## config.mk

```make
export PLATFORM = sky130hd
export DESIGN_NAME = flow_ctl
export DESIGN_NICKNAME = d
export VERILOG_FILES = /design/src/core/flow_ctl_pkg.sv /design/src/core/flow_ctl.sv
export SDC_FILE = /design/constraint.sdc
export NUM_CORES = 1
export LEC_CHECK = 0
export ABC_AREA = 1
export CAP_MARGIN = 0
export CORE_MARGIN = 2
export CORE_UTILIZATION = 67
export CTS_CLUSTER_DIAMETER = 150
export DETAILED_ROUTE_END_ITERATION = 8
export DONT_BUFFER_PORTS = 1
export PLACE_DENSITY_LB_ADDON = 0.25
export SLEW_MARGIN = 20
export SYNTH_ARGS = -nofsm -noshare
export SYNTH_HDL_FRONTEND = slang
export SYNTH_SLANG_ARGS = --single-unit
```

## constraint.sdc

```tcl
create_clock -name pclk -period 4.8 [get_ports pclk]
set_input_delay 1.2 -clock pclk [delete_from_list [all_inputs] [get_ports pclk]]
set_output_delay 1.2 -clock pclk [all_outputs]
set_load 0.03 [all_outputs]
```

## src/core/flow_ctl_pkg.sv

```systemverilog
// constants and types for the program-flow execute control block
package flow_ctl_pkg;
  // ----------------------------------------------------------------
  // apb register map
  // ----------------------------------------------------------------
  localparam logic [7:0] OFS_CTRL   = 8'h00;
  localparam logic [7:0] OFS_STATUS = 8'h04;
  localparam logic [7:0] OFS_SAVE   = 8'h08;
  localparam logic [7:0] OFS_PC     = 8'h0c;
  localparam int CTRL_EXPAND   = 0;
  localparam int CTRL_IEN_SET  = 1;
  localparam int CTRL_IEN_CLR  = 2;
  localparam int ST_IEN        = 0;
  localparam int ST_TAKEN      = 1;
  localparam int ST_RETPEND    = 2;
  localparam int ST_BANK       = 3;
  // ----------------------------------------------------------------
  // instruction word fields
  // ----------------------------------------------------------------
  localparam int W_SEL_LO      = 1;
  localparam int W_OVF_SEL     = 3;
  localparam int W_INV_SEL     = 7;
  localparam int W_SKIP_MARK   = 8;
  localparam int W_GRP_LO      = 9;
  localparam int W_GRP_HI      = 12;
  localparam int W_F09         = 9;
  localparam int W_F10         = 10;
  localparam int W_IND         = 1;
  localparam int W_IEN_BIT     = 3;
  localparam int W_IDIS_BIT    = 4;
  localparam int W_IRET_BIT    = 2;
  localparam int A_SIGN        = 12;
  localparam int A_BIT1        = 1;
  localparam int A_BIT3        = 3;
  localparam logic [13:1] INT_VECTOR = 13'h0002;
  localparam logic [13:1] PC_ZERO    = 13'h0000;
  typedef enum logic [2:0] {OP_NONE, OP_JUMP, OP_JUMP_STORE,
                            OP_IRQ_ON, OP_IRQ_OFF, OP_IRQ_RET} flow_op_t;
  typedef enum {PH_IDLE, PH_F4, PH_F5, PH_E1, PH_E2, PH_E3, PH_E4, PH_E5, PH_E6} phase_t;
endpackage

```

## src/core/flow_ctl.sv

```systemverilog
// program-flow execute control: skip group, jump, jump-and-store, interrupt enable
//
// Behaviour
// RL1: skip decode: bits 9-12 zero, bit 8 one
// RL2: skip pulses pc advance at execute phase 1
// RL3: bit7 set: skip when accumulator sign zero
// RL4: overflow select: skip only when overflow set
// RL5: unconditional skip always advances pc
// RL6: conditions ORed, ANDed when invert bit set
// RL7: jump group decoded from fetched bits 9,10
// RL8: jump clears pc phase 2, loads phase 3
// RL9: jump execute cycle ends after phase 3
// RL10: indirect jump swaps bank bit and pc bit13
// RL11: after return transfer, restore from save register
// RL12: restore strobe clears return pending flag
// RL13: jump-and-store writes the current pc to memory at phase 1, before the phase 4 increment
// RL14: phase 1 resets address/data logic, starts memory
// RL15: memory cycle clear/write, pc into data register
// RL16: jump-and-store increments pc in phase 4
// RL17: jump-and-store runs phases 5, 6 then ends
// RL18: indirect jump-and-store swaps/restores like jump
// RL19: peripherals pull shared active-low request line
// RL20: enable instruction sets enable flag phase 1
// RL21: inhibit instruction clears enable flag phase 1
// RL22: master clear clears enable flag synchronously, at the next clock edge
// RL23: taken flag set clears enable flag
// RL24: taken flag set at fetch 4 when enabled
// RL25: taken interrupt forces fetch address 00002
// RL26: return transfer saves A1,A3, sets pending
`timescale 1ns/100ps
module flow_ctl
  import flow_ctl_pkg::*;
(
  // clock and reset
  input  wire logic        pclk,
  input  wire logic        presetn,
  // apb slave
  input  wire logic        psel,
  input  wire logic        penable,
  input  wire logic        pwrite,
  input  wire logic [7:0]  paddr,
  input  wire logic [31:0] pwdata,
  output logic             pready,
  output logic [31:0]      prdata,
  output logic             pslverr,
  // processor timing and instruction
  input  wire logic        fetch_phase_4,
  input  wire logic        fetch_phase_5,
  input  wire logic        exec_start,
  input  wire logic        first_indirect_fetch,
  input  wire logic [12:1] instr_word,
  input  wire logic [12:1] accumulator,
  input  wire logic        adder_overflow_flag,
  input  wire logic [12:1] eff_addr,
  input  wire logic        master_clear_pulse,
  input  wire logic        shared_irq_line_n,
  // outputs toward the datapath
  output logic             skip_group_decode,
  output logic             jump_group_decode,
  output logic             pc_advance_pulse,
  output logic             execute_phase_1,
  output logic             exec_done,
  output logic [13:1]      pc_q,
  output logic             mem_addr_reset,
  output logic             mem_start,
  output logic             mem_clear_write,
  output logic [13:1]      mem_data_q,
  output logic             fetch_addr_force,
  output logic [13:1]      fetch_addr,
  output logic             interrupt_taken_flag,
  output logic             interrupt_enable_q,
  output logic             bank_bit,
  output logic             pc_bit_thirteen
);
  // ------------------------------------------------------------------
  // decode
  // ------------------------------------------------------------------
  phase_t   ph_q;
  flow_op_t op_q;
  logic     expand_q;
  logic     eff_addr_bit_thirteen;
  logic     return_pending_flag;
  logic     save_bank_q;
  logic     save_p13_q;
  logic     skip_cond;
  logic     any_sel;
  logic     all_true;
  logic     ind_q;
  logic     restore_strobe;
  logic     jump_op;
  logic     jump_and_store_op;
  logic     interrupt_enable_op;
  logic     interrupt_inhibit_op;
  logic     interrupt_return_transfer_op;
  logic     skip_if_positive;
  logic     skip_if_overflow;
  logic     skip_unconditional;
  logic     irq_req;
  logic     apb_wr;

  assign skip_group_decode = (instr_word[W_GRP_HI:W_GRP_LO] == 4'h0)
                           && instr_word[W_SKIP_MARK]; // see RL1
  assign jump_group_decode = instr_word[W_F10] & ~instr_word[W_F09]; // see RL7
  assign jump_op           = jump_group_decode & ~instr_word[W_SKIP_MARK];
  assign jump_and_store_op = jump_group_decode & instr_word[W_SKIP_MARK];
  assign interrupt_enable_op  = (instr_word[W_GRP_HI:W_GRP_LO] == 4'h0) & ~instr_word[W_SKIP_MARK]
                              & instr_word[W_IEN_BIT];
  assign interrupt_inhibit_op = (instr_word[W_GRP_HI:W_GRP_LO] == 4'h0) & ~instr_word[W_SKIP_MARK]
                              & instr_word[W_IDIS_BIT] & ~instr_word[W_IEN_BIT];
  assign interrupt_return_transfer_op = (instr_word[W_GRP_HI:W_GRP_LO] == 4'h0)
                              & ~instr_word[W_SKIP_MARK] & instr_word[W_IRET_BIT]
                              & ~instr_word[W_IEN_BIT] & ~instr_word[W_IDIS_BIT];
  assign irq_req = ~shared_irq_line_n; // see RL19

  // ------------------------------------------------------------------
  // skip logic
  // ------------------------------------------------------------------
  // sign test is active when bit 7 is set; overflow test on bit 3
  assign skip_if_positive   = instr_word[W_INV_SEL];
  assign skip_if_overflow   = instr_word[W_OVF_SEL] & ~instr_word[W_INV_SEL];
  assign skip_unconditional = ~instr_word[W_INV_SEL] & ~instr_word[W_OVF_SEL];
  assign any_sel  = instr_word[W_OVF_SEL] & adder_overflow_flag;
  assign all_true = ~accumulator[A_SIGN]
                  & (~instr_word[W_OVF_SEL] | adder_overflow_flag);
  always_comb
  begin
    if (skip_if_positive)
      skip_cond = all_true; // see RL3, RL6
    else if (skip_if_overflow)
      skip_cond = any_sel; // see RL4, RL6
    else
      skip_cond = skip_unconditional; // see RL5
  end

  // ------------------------------------------------------------------
  // execute phase sequencer
  // ------------------------------------------------------------------
  always_ff @(posedge pclk or negedge presetn)
  begin
    if (!presetn)
    begin
      ph_q <= PH_IDLE;
      op_q <= OP_NONE;
      ind_q <= 1'b0;
    end
    else
    begin
      unique case (ph_q)
        PH_IDLE:
        begin
          if (exec_start)
          begin
            ph_q  <= PH_E1;
            ind_q <= instr_word[W_IND];
            if (jump_and_store_op)
              op_q <= OP_JUMP_STORE;
            else if (jump_op)
              op_q <= OP_JUMP;
            else
              op_q <= OP_NONE;
          end
        end
        PH_E1:   ph_q <= (op_q == OP_NONE) ? PH_IDLE : PH_E2;
        PH_E2:   ph_q <= PH_E3;
        PH_E3:   ph_q <= (op_q == OP_JUMP_STORE) ? PH_E4 : PH_IDLE; // see RL9
        PH_E4:   ph_q <= PH_E5;
        PH_E5:   ph_q <= PH_E6; // see RL17
        PH_E6:   ph_q <= PH_IDLE;
        PH_F4:   ph_q <= PH_IDLE;
        PH_F5:   ph_q <= PH_IDLE;
      endcase
    end
  end
  assign execute_phase_1 = (ph_q == PH_E1);
  assign exec_done = ((ph_q == PH_E1) && (op_q == OP_NONE))
                   || ((ph_q == PH_E3) && (op_q == OP_JUMP)) || (ph_q == PH_E6);

  // pc advance: skip at phase 1, jump-and-store at phase 4
  assign pc_advance_pulse = (execute_phase_1 && skip_group_decode && skip_cond) // see RL2
                          || ((ph_q == PH_E4) && (op_q == OP_JUMP_STORE)); // see RL16

  // ------------------------------------------------------------------
  // program counter
  // ------------------------------------------------------------------
  assign restore_strobe = (ph_q == PH_E3) && (op_q != OP_NONE) && ind_q && expand_q
                        && return_pending_flag; // see RL11, RL18
  always_ff @(posedge pclk or negedge presetn)
  begin
    if (!presetn)
      pc_q <= PC_ZERO;
    else if (apb_wr && (paddr == OFS_PC))
      pc_q <= pwdata[12:0];
    else if (ph_q == PH_E2 && op_q != OP_NONE)
      pc_q <= PC_ZERO; // see RL8
    else if (ph_q == PH_E3 && op_q != OP_NONE)
    begin
      pc_q[12:1] <= eff_addr; // see RL8
      if (restore_strobe)
        pc_q[13] <= save_p13_q; // see RL11
      else if (ind_q && expand_q)
        pc_q[13] <= eff_addr_bit_thirteen; // see RL10, RL18
    end
    else if (execute_phase_1 && op_q != OP_NONE && ind_q && expand_q && return_pending_flag)
      pc_q[13] <= 1'b0; // see RL11
    else if (pc_advance_pulse)
      pc_q <= pc_q + 13'h0001;
  end
  assign pc_bit_thirteen = pc_q[13];

  // ------------------------------------------------------------------
  // bank bit and effective address bit 13
  // ------------------------------------------------------------------
  always_ff @(posedge pclk or negedge presetn)
  begin
    if (!presetn)
      eff_addr_bit_thirteen <= 1'b0;
    else if (fetch_phase_5)
      eff_addr_bit_thirteen <= bank_bit; // see RL10
  end
  always_ff @(posedge pclk or negedge presetn)
  begin
    if (!presetn)
      bank_bit <= 1'b0;
    else if (execute_phase_1 && op_q != OP_NONE && ind_q && expand_q)
      bank_bit <= return_pending_flag ? 1'b0 : pc_q[13]; // see RL10, RL11
    else if (restore_strobe)
      bank_bit <= save_bank_q; // see RL11
  end

  // ------------------------------------------------------------------
  // return transfer: save register and pending flag
  // ------------------------------------------------------------------
  always_ff @(posedge pclk or negedge presetn)
  begin
    if (!presetn)
    begin
      save_bank_q <= 1'b0;
      save_p13_q  <= 1'b0;
    end
    else if (ph_q == PH_IDLE && exec_start && interrupt_return_transfer_op)
    begin
      save_bank_q <= accumulator[A_BIT1]; // see RL26
      save_p13_q  <= accumulator[A_BIT3];
    end
  end
  // a new return transfer in the strobe cycle wins over the clear
  always_ff @(posedge pclk or negedge presetn)
  begin
    if (!presetn)
      return_pending_flag <= 1'b0;
    else if (ph_q == PH_IDLE && exec_start && interrupt_return_transfer_op)
      return_pending_flag <= 1'b1; // see RL26
    else if (restore_strobe)
      return_pending_flag <= 1'b0; // see RL12
  end

  // ------------------------------------------------------------------
  // jump-and-store memory write
  // ------------------------------------------------------------------
  assign mem_addr_reset  = execute_phase_1 && (op_q == OP_JUMP_STORE); // see RL14
  assign mem_start       = mem_addr_reset; // see RL14
  assign mem_clear_write = (op_q == OP_JUMP_STORE) && (ph_q != PH_IDLE); // see RL15
  always_ff @(posedge pclk or negedge presetn)
  begin
    if (!presetn)
      mem_data_q <= PC_ZERO;
    else if (mem_addr_reset)
      mem_data_q <= pc_q; // see RL13, RL15
  end

  // ------------------------------------------------------------------
  // interrupt enable and taken flags
  // ------------------------------------------------------------------
  // taken flag: set at fetch 4 when enabled, reset at next fetch 4 once enable is gone
  always_ff @(posedge pclk or negedge presetn)
  begin
    if (!presetn)
      interrupt_taken_flag <= 1'b0;
    else if (master_clear_pulse)
      interrupt_taken_flag <= 1'b0;
    else if (fetch_phase_4 && interrupt_enable_q && irq_req && !first_indirect_fetch)
      interrupt_taken_flag <= 1'b1; // see RL24
    else if (fetch_phase_4 && !interrupt_enable_q)
      interrupt_taken_flag <= 1'b0; // taken flag reset at fetch 4 while enable is clear
    else if (execute_phase_1 && op_q == OP_NONE && interrupt_inhibit_op)
      interrupt_taken_flag <= 1'b0;
  end
  // clears in the same edge as taken sets, blocking further interrupts
  always_ff @(posedge pclk or negedge presetn)
  begin
    if (!presetn)
      interrupt_enable_q <= 1'b0;
    else if (master_clear_pulse)
      interrupt_enable_q <= 1'b0; // see RL22
    else if (fetch_phase_4 && interrupt_enable_q && irq_req && !first_indirect_fetch)
      interrupt_enable_q <= 1'b0; // see RL23
    else if (execute_phase_1 && interrupt_inhibit_op)
      interrupt_enable_q <= 1'b0; // see RL21
    else if (execute_phase_1 && interrupt_enable_op)
      interrupt_enable_q <= 1'b1; // see RL20
    else if (apb_wr && paddr == OFS_CTRL && pwdata[CTRL_IEN_CLR])
      interrupt_enable_q <= 1'b0;
    else if (apb_wr && paddr == OFS_CTRL && pwdata[CTRL_IEN_SET])
      interrupt_enable_q <= 1'b1;
  end
  assign fetch_addr_force = interrupt_taken_flag; // see RL25
  assign fetch_addr       = INT_VECTOR;

  // ------------------------------------------------------------------
  // apb slave
  // ------------------------------------------------------------------
  assign pready  = 1'b1;
  assign pslverr = 1'b0;
  assign apb_wr  = psel && penable && pwrite;
  always_ff @(posedge pclk or negedge presetn)
  begin
    if (!presetn)
      expand_q <= 1'b0;
    else if (apb_wr && paddr == OFS_CTRL)
      expand_q <= pwdata[CTRL_EXPAND];
  end
  always_comb
  begin
    prdata = 32'h0000_0000;
    unique case (paddr)
      OFS_CTRL:   prdata[CTRL_EXPAND] = expand_q;
      OFS_STATUS:
      begin
        prdata[ST_IEN]     = interrupt_enable_q;
        prdata[ST_TAKEN]   = interrupt_taken_flag;
        prdata[ST_RETPEND] = return_pending_flag;
        prdata[ST_BANK]    = bank_bit;
      end
      OFS_SAVE:   prdata[1:0] = {save_p13_q, save_bank_q};
      OFS_PC:     prdata[12:0] = pc_q;
      default:    prdata = 32'h0000_0000;
    endcase
  end

  // ------------------------------------------------------------------
  // checks
  // ------------------------------------------------------------------
  a_jump_ends: assert property (@(posedge pclk) disable iff (!presetn) // see RL9
    (ph_q == PH_E3 && op_q == OP_JUMP) |=> ph_q == PH_IDLE)
    else $error("jump did not end after phase 3");
  a_store_len: assert property (@(posedge pclk) disable iff (!presetn) // see RL17
    (ph_q == PH_E1 && op_q == OP_JUMP_STORE) |-> ##5 ph_q == PH_E6)
    else $error("jump-and-store phase count wrong");
  a_pc_clear: assert property (@(posedge pclk) disable iff (!presetn) // see RL8
    (ph_q == PH_E2 && op_q == OP_JUMP && !(apb_wr && paddr == OFS_PC)) |=> pc_q[12:1] == 12'h000)
    else $error("pc not cleared in phase 2");
  a_pc_load: assert property (@(posedge pclk) disable iff (!presetn) // see RL8
    (ph_q == PH_E3 && op_q != OP_NONE && !(apb_wr && paddr == OFS_PC))
      |=> pc_q[12:1] == $past(eff_addr))
    else $error("pc not loaded from effective address");
  a_store_inc: assert property (@(posedge pclk) disable iff (!presetn) // see RL16
    (ph_q == PH_E4 && op_q == OP_JUMP_STORE && !(apb_wr && paddr == OFS_PC))
      |=> pc_q == $past(pc_q) + 13'h0001)
    else $error("pc not advanced in phase 4");
  a_ret_clear: assert property (@(posedge pclk) disable iff (!presetn) // see RL12
    (restore_strobe && !(exec_start && ph_q == PH_IDLE)) |=> !return_pending_flag)
    else $error("pending flag survived restore");
  a_enb_taken: assert property (@(posedge pclk) disable iff (!presetn) // see RL23
    $rose(interrupt_taken_flag) |-> !interrupt_enable_q)
    else $error("enable stayed set after interrupt taken");
  a_mclr_enb: assert property (@(posedge pclk) disable iff (!presetn) // see RL22
    master_clear_pulse |=> !interrupt_enable_q)
    else $error("master clear left interrupts enabled");
  a_skip_adv: assert property (@(posedge pclk) disable iff (!presetn) // see RL2, RL5
    (execute_phase_1 && skip_group_decode && !instr_word[W_INV_SEL] && !instr_word[W_OVF_SEL]
      && !(apb_wr && paddr == OFS_PC)) |=> pc_q == $past(pc_q) + 13'h0001)
    else $error("unconditional skip did not advance pc");
  a_store_data: assert property (@(posedge pclk) disable iff (!presetn) // see RL13
    mem_addr_reset |=> mem_data_q == $past(pc_q))
    else $error("stored pc value wrong");
  c_store_run: cover property (@(posedge pclk) disable iff (!presetn)
    ph_q == PH_E6);
  c_taken: cover property (@(posedge pclk) disable iff (!presetn)
    $rose(interrupt_taken_flag));
  c_restore: cover property (@(posedge pclk) disable iff (!presetn)
    restore_strobe);
endmodule

```

==> flow_metrics.py, run 1 <==
metrics = {
    "logic_synthesis": {
        "synth_top_family_by_area": "simple AND/OR/NAND/NOR gates",
        "synth-compound-area-share": 0.112,
        "synth_xor_area_frac": 0.0114,
        "synthAdderAreaFrac": 0.00407,
        "netlist_area_mm2": 0.00307,
        "synth_top_area_frac": 0.334,
        "ys_top_cells_by_area": "dfrtp_1 (33%), nand2_1 (13%), buf_4 (9.0%), nor2_1 (7.2%), inv_1 (5.6%)",
        "yosysSeqAreaShare": 0.334,
        "yosys.area.top_type": "dfrtp_1",
        "syn_inst": 432,
        "synth_edf_count": 0,
        "synth.avg_cell_area_um2": 7.11,
        "synth_ff_type": "dfrtp_1",
        "synth-seq-cells": 41,
        "async_flop_share": 1.00,
        "synth.area.mux_share": 0.0134,
        "synth_warnings": 0,
        "synthSimpleGateAreaFrac": 0.350,
        "synthDistinctLibCells": 37,
    },
    "run": {
        "maxCapViolCount": 0,
    },
    "pwr": {
        "p_leak_nw": 1.51,
        "ir_worst_vdd_mv": 0.317,
        "total_power_mw": 1.17,
        "powerDensity_mw_per_mm2": 385,
    },
    "route": {
        "initialDrtViolationCount": 176,
        "via_per_inst": 5.53,
        "route.detailed.drc": 0,
        "ant_nets": 0,
        "drtPass1Iterations": 4,
        "num_vias": 2666,
        "wl_per_cell_um": 14.4,
        "finalWirelength_um": 6960,
    },
    "floorplanning": {
        "die_x_um": 71.7,
        "io_pins": 174,
        "num_rows": 24,
        "fp.dieArea_mm2": 0.00514,
        "core_area_mm2": 0.00438,
        "die-height_um": 71.7,
        "start_util": 0.701,
    },
    "layout": {
        "nets": 518,
        "final_area_mm2": 0.00305,
        "drive_above_1_share": 0.126,
        "area_growth_pct": -0.774,
        "regArea_mm2": 0.00103,
        "nFillCells": 395,
        "multi_input_area_mm2": 0.00164,
        "diodes": 0,
    },
    "clocking": {
        "hold_buffers": 0,
        "clock_latency_ns": 0.31,
        "postCtsSetupRepairBufs": 0,
        "cts_htree_levels": 2,
        "clock-sinks": 41,
        "clk_pin_slew_ns": 0.08,
        "cts_buffer_depth": 2,
        "numCtsBuffers": 5,
        "cts_resized": 0,
        "cts_root_buf": "clkbuf_8",
        "cts_tree": "yes",
    },
    "worst_setup_path": {
        "cp.arrival_ns": 2.59,
        "crit_path_end_kind": "output port",
        "crit_type": "in2out",
        "crit_slowest_cell": "o22ai_1",
        "cp.required_ns": 3.60,
        "crit_chain": "inv_1, nand2_1, nor3_2, nand3_2, o22ai_1",
        "critPathMaxFanout": 10,
        "worst_setup_path_start_kind": "input pin",
        "path_buf_inv": 1,
        "path_delay_family": "simple AND/OR/NAND/NOR gates",
        "critPathMaxStageDelay_ns": 0.64,
    },
    "sta": {
        "period_share": 0.789,
        "setup_tns_ns": 0,
        "setup_viol": 0,
        "slew_violations": 0,
        "fin_skew_ns": 0.00662,
        "worst_pin_slew_ns": 0.771,
        "finalHoldViolCount": 0,
        "grt_setup_unrepaired": "no",
        "slew_headroom": 0.495,
        "fin_crit_ns": 3.79,
        "fmax_ghz": 0.264,
    },
    "place": {
        "routabilityCongestion": 0.926,
        "port-buffer-count": 0,
        "place_area_mm2": 0.00293,
        "dp_hpwl_um": 5450,
    },
    "grt": {
        "grt_max_degree": 42,
        "grt_pass1_wl_um": 11800,
        "antenna_found_initial": 0,
        "grt-ovfl-total": 0,
        "grt_pass1_vias": 2468,
        "grtUsageTotal": 0.290,
    },
    "outcome": {
        "status": "completed",
    },
    "min_path": {
        "min_path_type": "reg2reg",
    },
}
-- flip-flops by register name (all words and copies together) (netlist names) --
| signal | flops |
|---|---|
| return_pending_flag | 1 |
| bank_bit | 1 |
| ph_q | 4 |
| expand_q | 1 |
| mem_data_q | 13 |
| pc_q | 13 |
| save_p13_q | 1 |
| ind_q | 1 |
| eff_addr_bit_thirteen | 1 |
| save_bank_q | 1 |
| op_q | 2 |
| fetch_addr_force | 1 |
| interrupt_enable_q | 1 |
-- metal layers --
layer | wire length, µm | global-route usage | vias up
li1 | - | - | 1302
met4 | 100 | 0.0755 | 0
met2 | 3210 | 0.442 | 111
met3 | 666 | 0.0928 | 12
met5 | 0 | 0 | -
met1 | 2980 | 0.402 | 1241
-- cells by family after synthesis --
kind of cell / Yosys count
buffers and inverters: 96
adder cells (fa/ha/maj): 1
AND/OR/NAND/NOR: 229
multiplexers: 3
AO/OA/AOI/OAI: 56
XOR/XNOR: 4
flip-flops: 41
other: 2
-- metrics by stage --
stage | setup slack [ns] | cells | util | hold WS [ns]
2_1_floorplan | 1.23 | 464 | - | 0.475
3_3_place_gp | 1.03 | 474 | 0.669 | 0.497
3_5_place_dp | 1.01 | 474 | 0.669 | 0.501
4_1_cts | 1.01 | 482 | 0.695 | 0.520
5_1_grt | 0.903 | 482 | 0.695 | 0.543
6_report | 1.01 | 482 | 0.695 | 0.516
-- report_power, final --
group	switching (mW)	total (mW)	leakage [nW]	internal, mW
Clock	0.133	0.288	0.0543	0.156
Combinational	0.252	0.349	0.904	0.0969
Sequential	0.138	0.536	0.556	0.398
-- layout by cell type (no fill, tap or decap), types with 2 or more instances in the layout --
cell type / count
a21oi_1: 6
a31oi_1: 2
clkbuf_8: 5
conb_1: 34
dfrtp_1: 41
inv_1: 46
inv_2: 6
mux2_4: 2
nand2_1: 104
nand2_2: 10
nand2_4: 2
nand3_1: 31
nand3_4: 2
nand4_1: 4
nand4_4: 2
nor2_1: 59
nor2_2: 2
nor2_4: 5
nor3_1: 5
o21ai_0: 27
o21ai_1: 3
o21ai_2: 9
o221ai_1: 2
o22ai_1: 4
xor2_1: 4
-- worst paths after layout --
path	from	endpoint	slack [ns]	cells after the start
worst max-delay path	paddr[0]	prdata[3]	1.01	5
worst min-delay path	ind_q	ind_q	0.52	1
worst max register to register	pc_q[1]	pc_q[11]	2.83	10
worst min register to register	ind_q	ind_q	0.52	1
max in group asynchronous	presetn	pc_q[9]	4.13	0
min in group asynchronous	presetn	mem_data_q[11]	0.57	0
-- cells in the mapped netlist, types with 3 or more instances --
cell	count
nand2_1	104
nor2_1	59
nand4_1	4
buf_6	4
nor2_4	5
o21ai_0	27
dfrtp_1	41
nand2_2	10
xor2_1	4
o22ai_1	4
inv_2	6
a21oi_1	6
nand3_1	31
buf_4	37
nor3_1	5
o21ai_2	9
inv_1	46
o21ai_1	3
-- area by class of cell --
type / count / share of cell area
timing repair buffer: 1 / 0.00246
tap: 52 / 0.0213
sequential: 41 / 0.337
clock buffer: 5 / 0.0226
inverter: 53 / 0.0653
multi-input combinational: 327 / 0.537
clock inverter: 3 / 0.0152
(Power assumes the default switching activity.)
==> run 2: changes to the inputs <==
--- a/config.mk
+++ b/config.mk
@@ -8,7 +8,7 @@
 export ABC_AREA = 1
 export CAP_MARGIN = 0
 export CORE_MARGIN = 2
-export CORE_UTILIZATION = 67
+export CORE_UTILIZATION = 64
 export CTS_CLUSTER_DIAMETER = 150
 export DETAILED_ROUTE_END_ITERATION = 8
 export DONT_BUFFER_PORTS = 1
==> constraint.sdc (replaced) <==
create_clock -name pclk -period 3.8 [get_ports pclk]
set_input_delay 0.95 -clock pclk [delete_from_list [all_inputs] [get_ports pclk]]
set_output_delay 0.95 -clock pclk [all_outputs]
set_load 0.03 [all_outputs]
==> run 2 against run 1 <==
- setup slack worse by 0.44 ns
- clock skew is 0.0027 ns higher
- clock power is 29% higher
- die area is 4.4% higher
- sequential power is 27% higher
- core utilization is 3.4 points lower
- critical endpoint is now prdata[5]
- highest routed layer unchanged
==> flow_metrics.py, run 2 (synthesis gave the netlist of run 1 again) <==
metrics = {
    "layout": {
        "final_common_cell": "nand2_1",
        "top_regs": "mem_data_q: 13 flops, pc_q: 13 flops, ph_q: 4 flops",
        "final_area_mm2": 0.00308,
        "layout.cells.non_filler": 488,
        "nets": 522,
        "area_growth_pct": 0.326,
        "drive_above_1_share": 0.131,
        "multi_input_area_mm2": 0.00164,
        "nFillCells": 434,
        "regArea_mm2": 0.00103,
        "diodes": 0,
        "final_cell_mix": "nand2_1 (104), nor2_1 (59), inv_1 (46)",
    },
    "run": {
        "maxCapViolCount": 0,
    },
    "grt": {
        "grt_max_degree": 42,
        "grt-ovfl-total": 0,
        "grt_pass1_vias": 2381,
        "grt_pass1_wl_um": 10500,
        "antenna_found_initial": 0,
        "grtUsageTotal": 0.254,
    },
    "pwr": {
        "seq_power_share": 0.458,
        "switching_share": 0.434,
        "p_int_mw": 0.840,
        "clock_power_share": 0.250,
        "pwr-share-comb": 0.293,
        "p_leak_nw": 1.54,
        "ir_worst_vdd_mv": 0.281,
        "powerDensity_mw_per_mm2": 482,
        "total_power_mw": 1.48,
        "p_sw_mw": 0.644,
    },
    "sta": {
        "worst_pin_slew_ns": 0.748,
        "fmax_ghz": 0.310,
        "setup_viol": 0,
        "finalHoldViolCount": 0,
        "fin_skew_ns": 0.00935,
        "slew_violations": 0,
        "period_share": 0.849,
        "grt_setup_unrepaired": "no",
        "setup_tns_ns": 0,
        "slew_headroom": 0.510,
        "fin_hold_ws_ns": 0.334,
        "fin_crit_ns": 3.22,
    },
    "clocking": {
        "clk_pin_slew_ns": 0.08,
        "cts_tree": "yes",
        "clock_latency_ns": 0.30,
        "clock-sinks": 41,
        "cts_root_buf": "clkbuf_8",
        "postCtsSetupRepairBufs": 0,
        "hold_buffers": 0,
        "numCtsBuffers": 5,
        "cts_resized": 0,
        "cts_htree_levels": 2,
        "cts_buffer_depth": 2,
    },
    "place": {
        "dp.cells": 480,
        "place_area_mm2": 0.00297,
        "port-buffer-count": 0,
        "routabilityCongestion": 0.877,
        "dp_hpwl_um": 5390,
    },
    "floorplanning": {
        "io_pins": 174,
        "start_util": 0.659,
        "die_x_um": 73.3,
        "die-height_um": 73.3,
        "core_area_mm2": 0.00466,
        "num_rows": 25,
        "fp.dieArea_mm2": 0.00537,
    },
    "worst_setup_path": {
        "cp.required_ns": 2.85,
        "crit_path_end_kind": "output port",
        "crit_chain": "inv_1, nand2_1, nor3_2, nand3_2, nor2_1",
        "crit_slowest_cell": "nor2_1",
        "crit_type": "in2out",
        "critPathMaxFanout": 10,
        "r2r_end": "pc_q[11]",
        "r2r_slack_ns": 1.84,
        "critPathMaxStageDelay_ns": 0.54,
        "worst_setup_path_start_kind": "input pin",
        "r2r_cells": 10,
        "cp.arrival_ns": 2.27,
        "r2r_start": "pc_q[1]",
    },
    "route": {
        "via_per_inst": 5.50,
        "route.detailed.drc": 0,
        "drtPass1Iterations": 5,
        "ant_nets": 0,
        "wl_per_cell_um": 14.0,
        "finalWirelength_um": 6830,
        "num_vias": 2684,
        "initialDrtViolationCount": 232,
    },
    "outcome": {
        "status": "completed",
    },
    "min_path": {
        "min_path_type": "in2async",
    },
}
## run 2: cell count changes in the layout (fill, tap and decap cells not counted)
cell,change
clkinvlp_4,-1
clkbuf_1,+1
clkinv_4,-1
buf_4,+4
clkbuf_8,+1
## run 2: worst max-delay path by stage
stage / startpoint / to / slack (ns) / cells past startpoint
after floorplan: paddr[4] / prdata[3] / 0.73 / 5
after global placement: paddr[0] / prdata[10] / 0.63 / 5
after detailed placement: paddr[0] / prdata[9] / 0.60 / 5
after CTS: paddr[0] / prdata[9] / 0.60 / 5
after global routing: paddr[0] / prdata[8] / 0.38 / 5
final: paddr[0] / prdata[5] / 0.58 / 5
## run 2: area by class of cell
type	count	area share
repair buffers	5	0.0122
multi-input cells	327	0.531
flip-flops and latches	41	0.333
clock inverters	1	0.00974
well taps	54	0.0219
inverters	53	0.0646
clock buffers	7	0.0280
## run 2: routing by layer
metal  up-vias  GRT usage  share of wire
met1      1222      0.307           0.40
met2       145      0.423           0.47
met4         0     0.0720         0.0091
met3         8     0.0933           0.12
li1       1309          -              -
met5         -          0              0
## run 2: worst max-delay path: cells and delay by family
kind / cells / cell delay (ns)
buffers and inverters: 1 / 0.03
and+or+nand+nor: 4 / 1.28
## run 2: through the flow
stage | setup slack [ns] | utilization
after floorplan | 0.730 | -
after global placement | 0.630 | 0.636
after detailed placement | 0.599 | 0.636
after CTS | 0.595 | 0.661
after global routing | 0.382 | 0.661
final | 0.575 | 0.661
## run 2: power groups by stage
stage / Sequential [mW] / Clock (mW) / Combinational (mW)
after global routing: 0.688 / 0.396 / 0.486
after CTS: 0.678 / 0.377 / 0.437
after global placement: 0.684 / 0 / 0.425
after detailed placement: 0.687 / 0 / 0.436
after floorplan: 0.651 / 0 / 0.424
final: 0.679 / 0.371 / 0.434
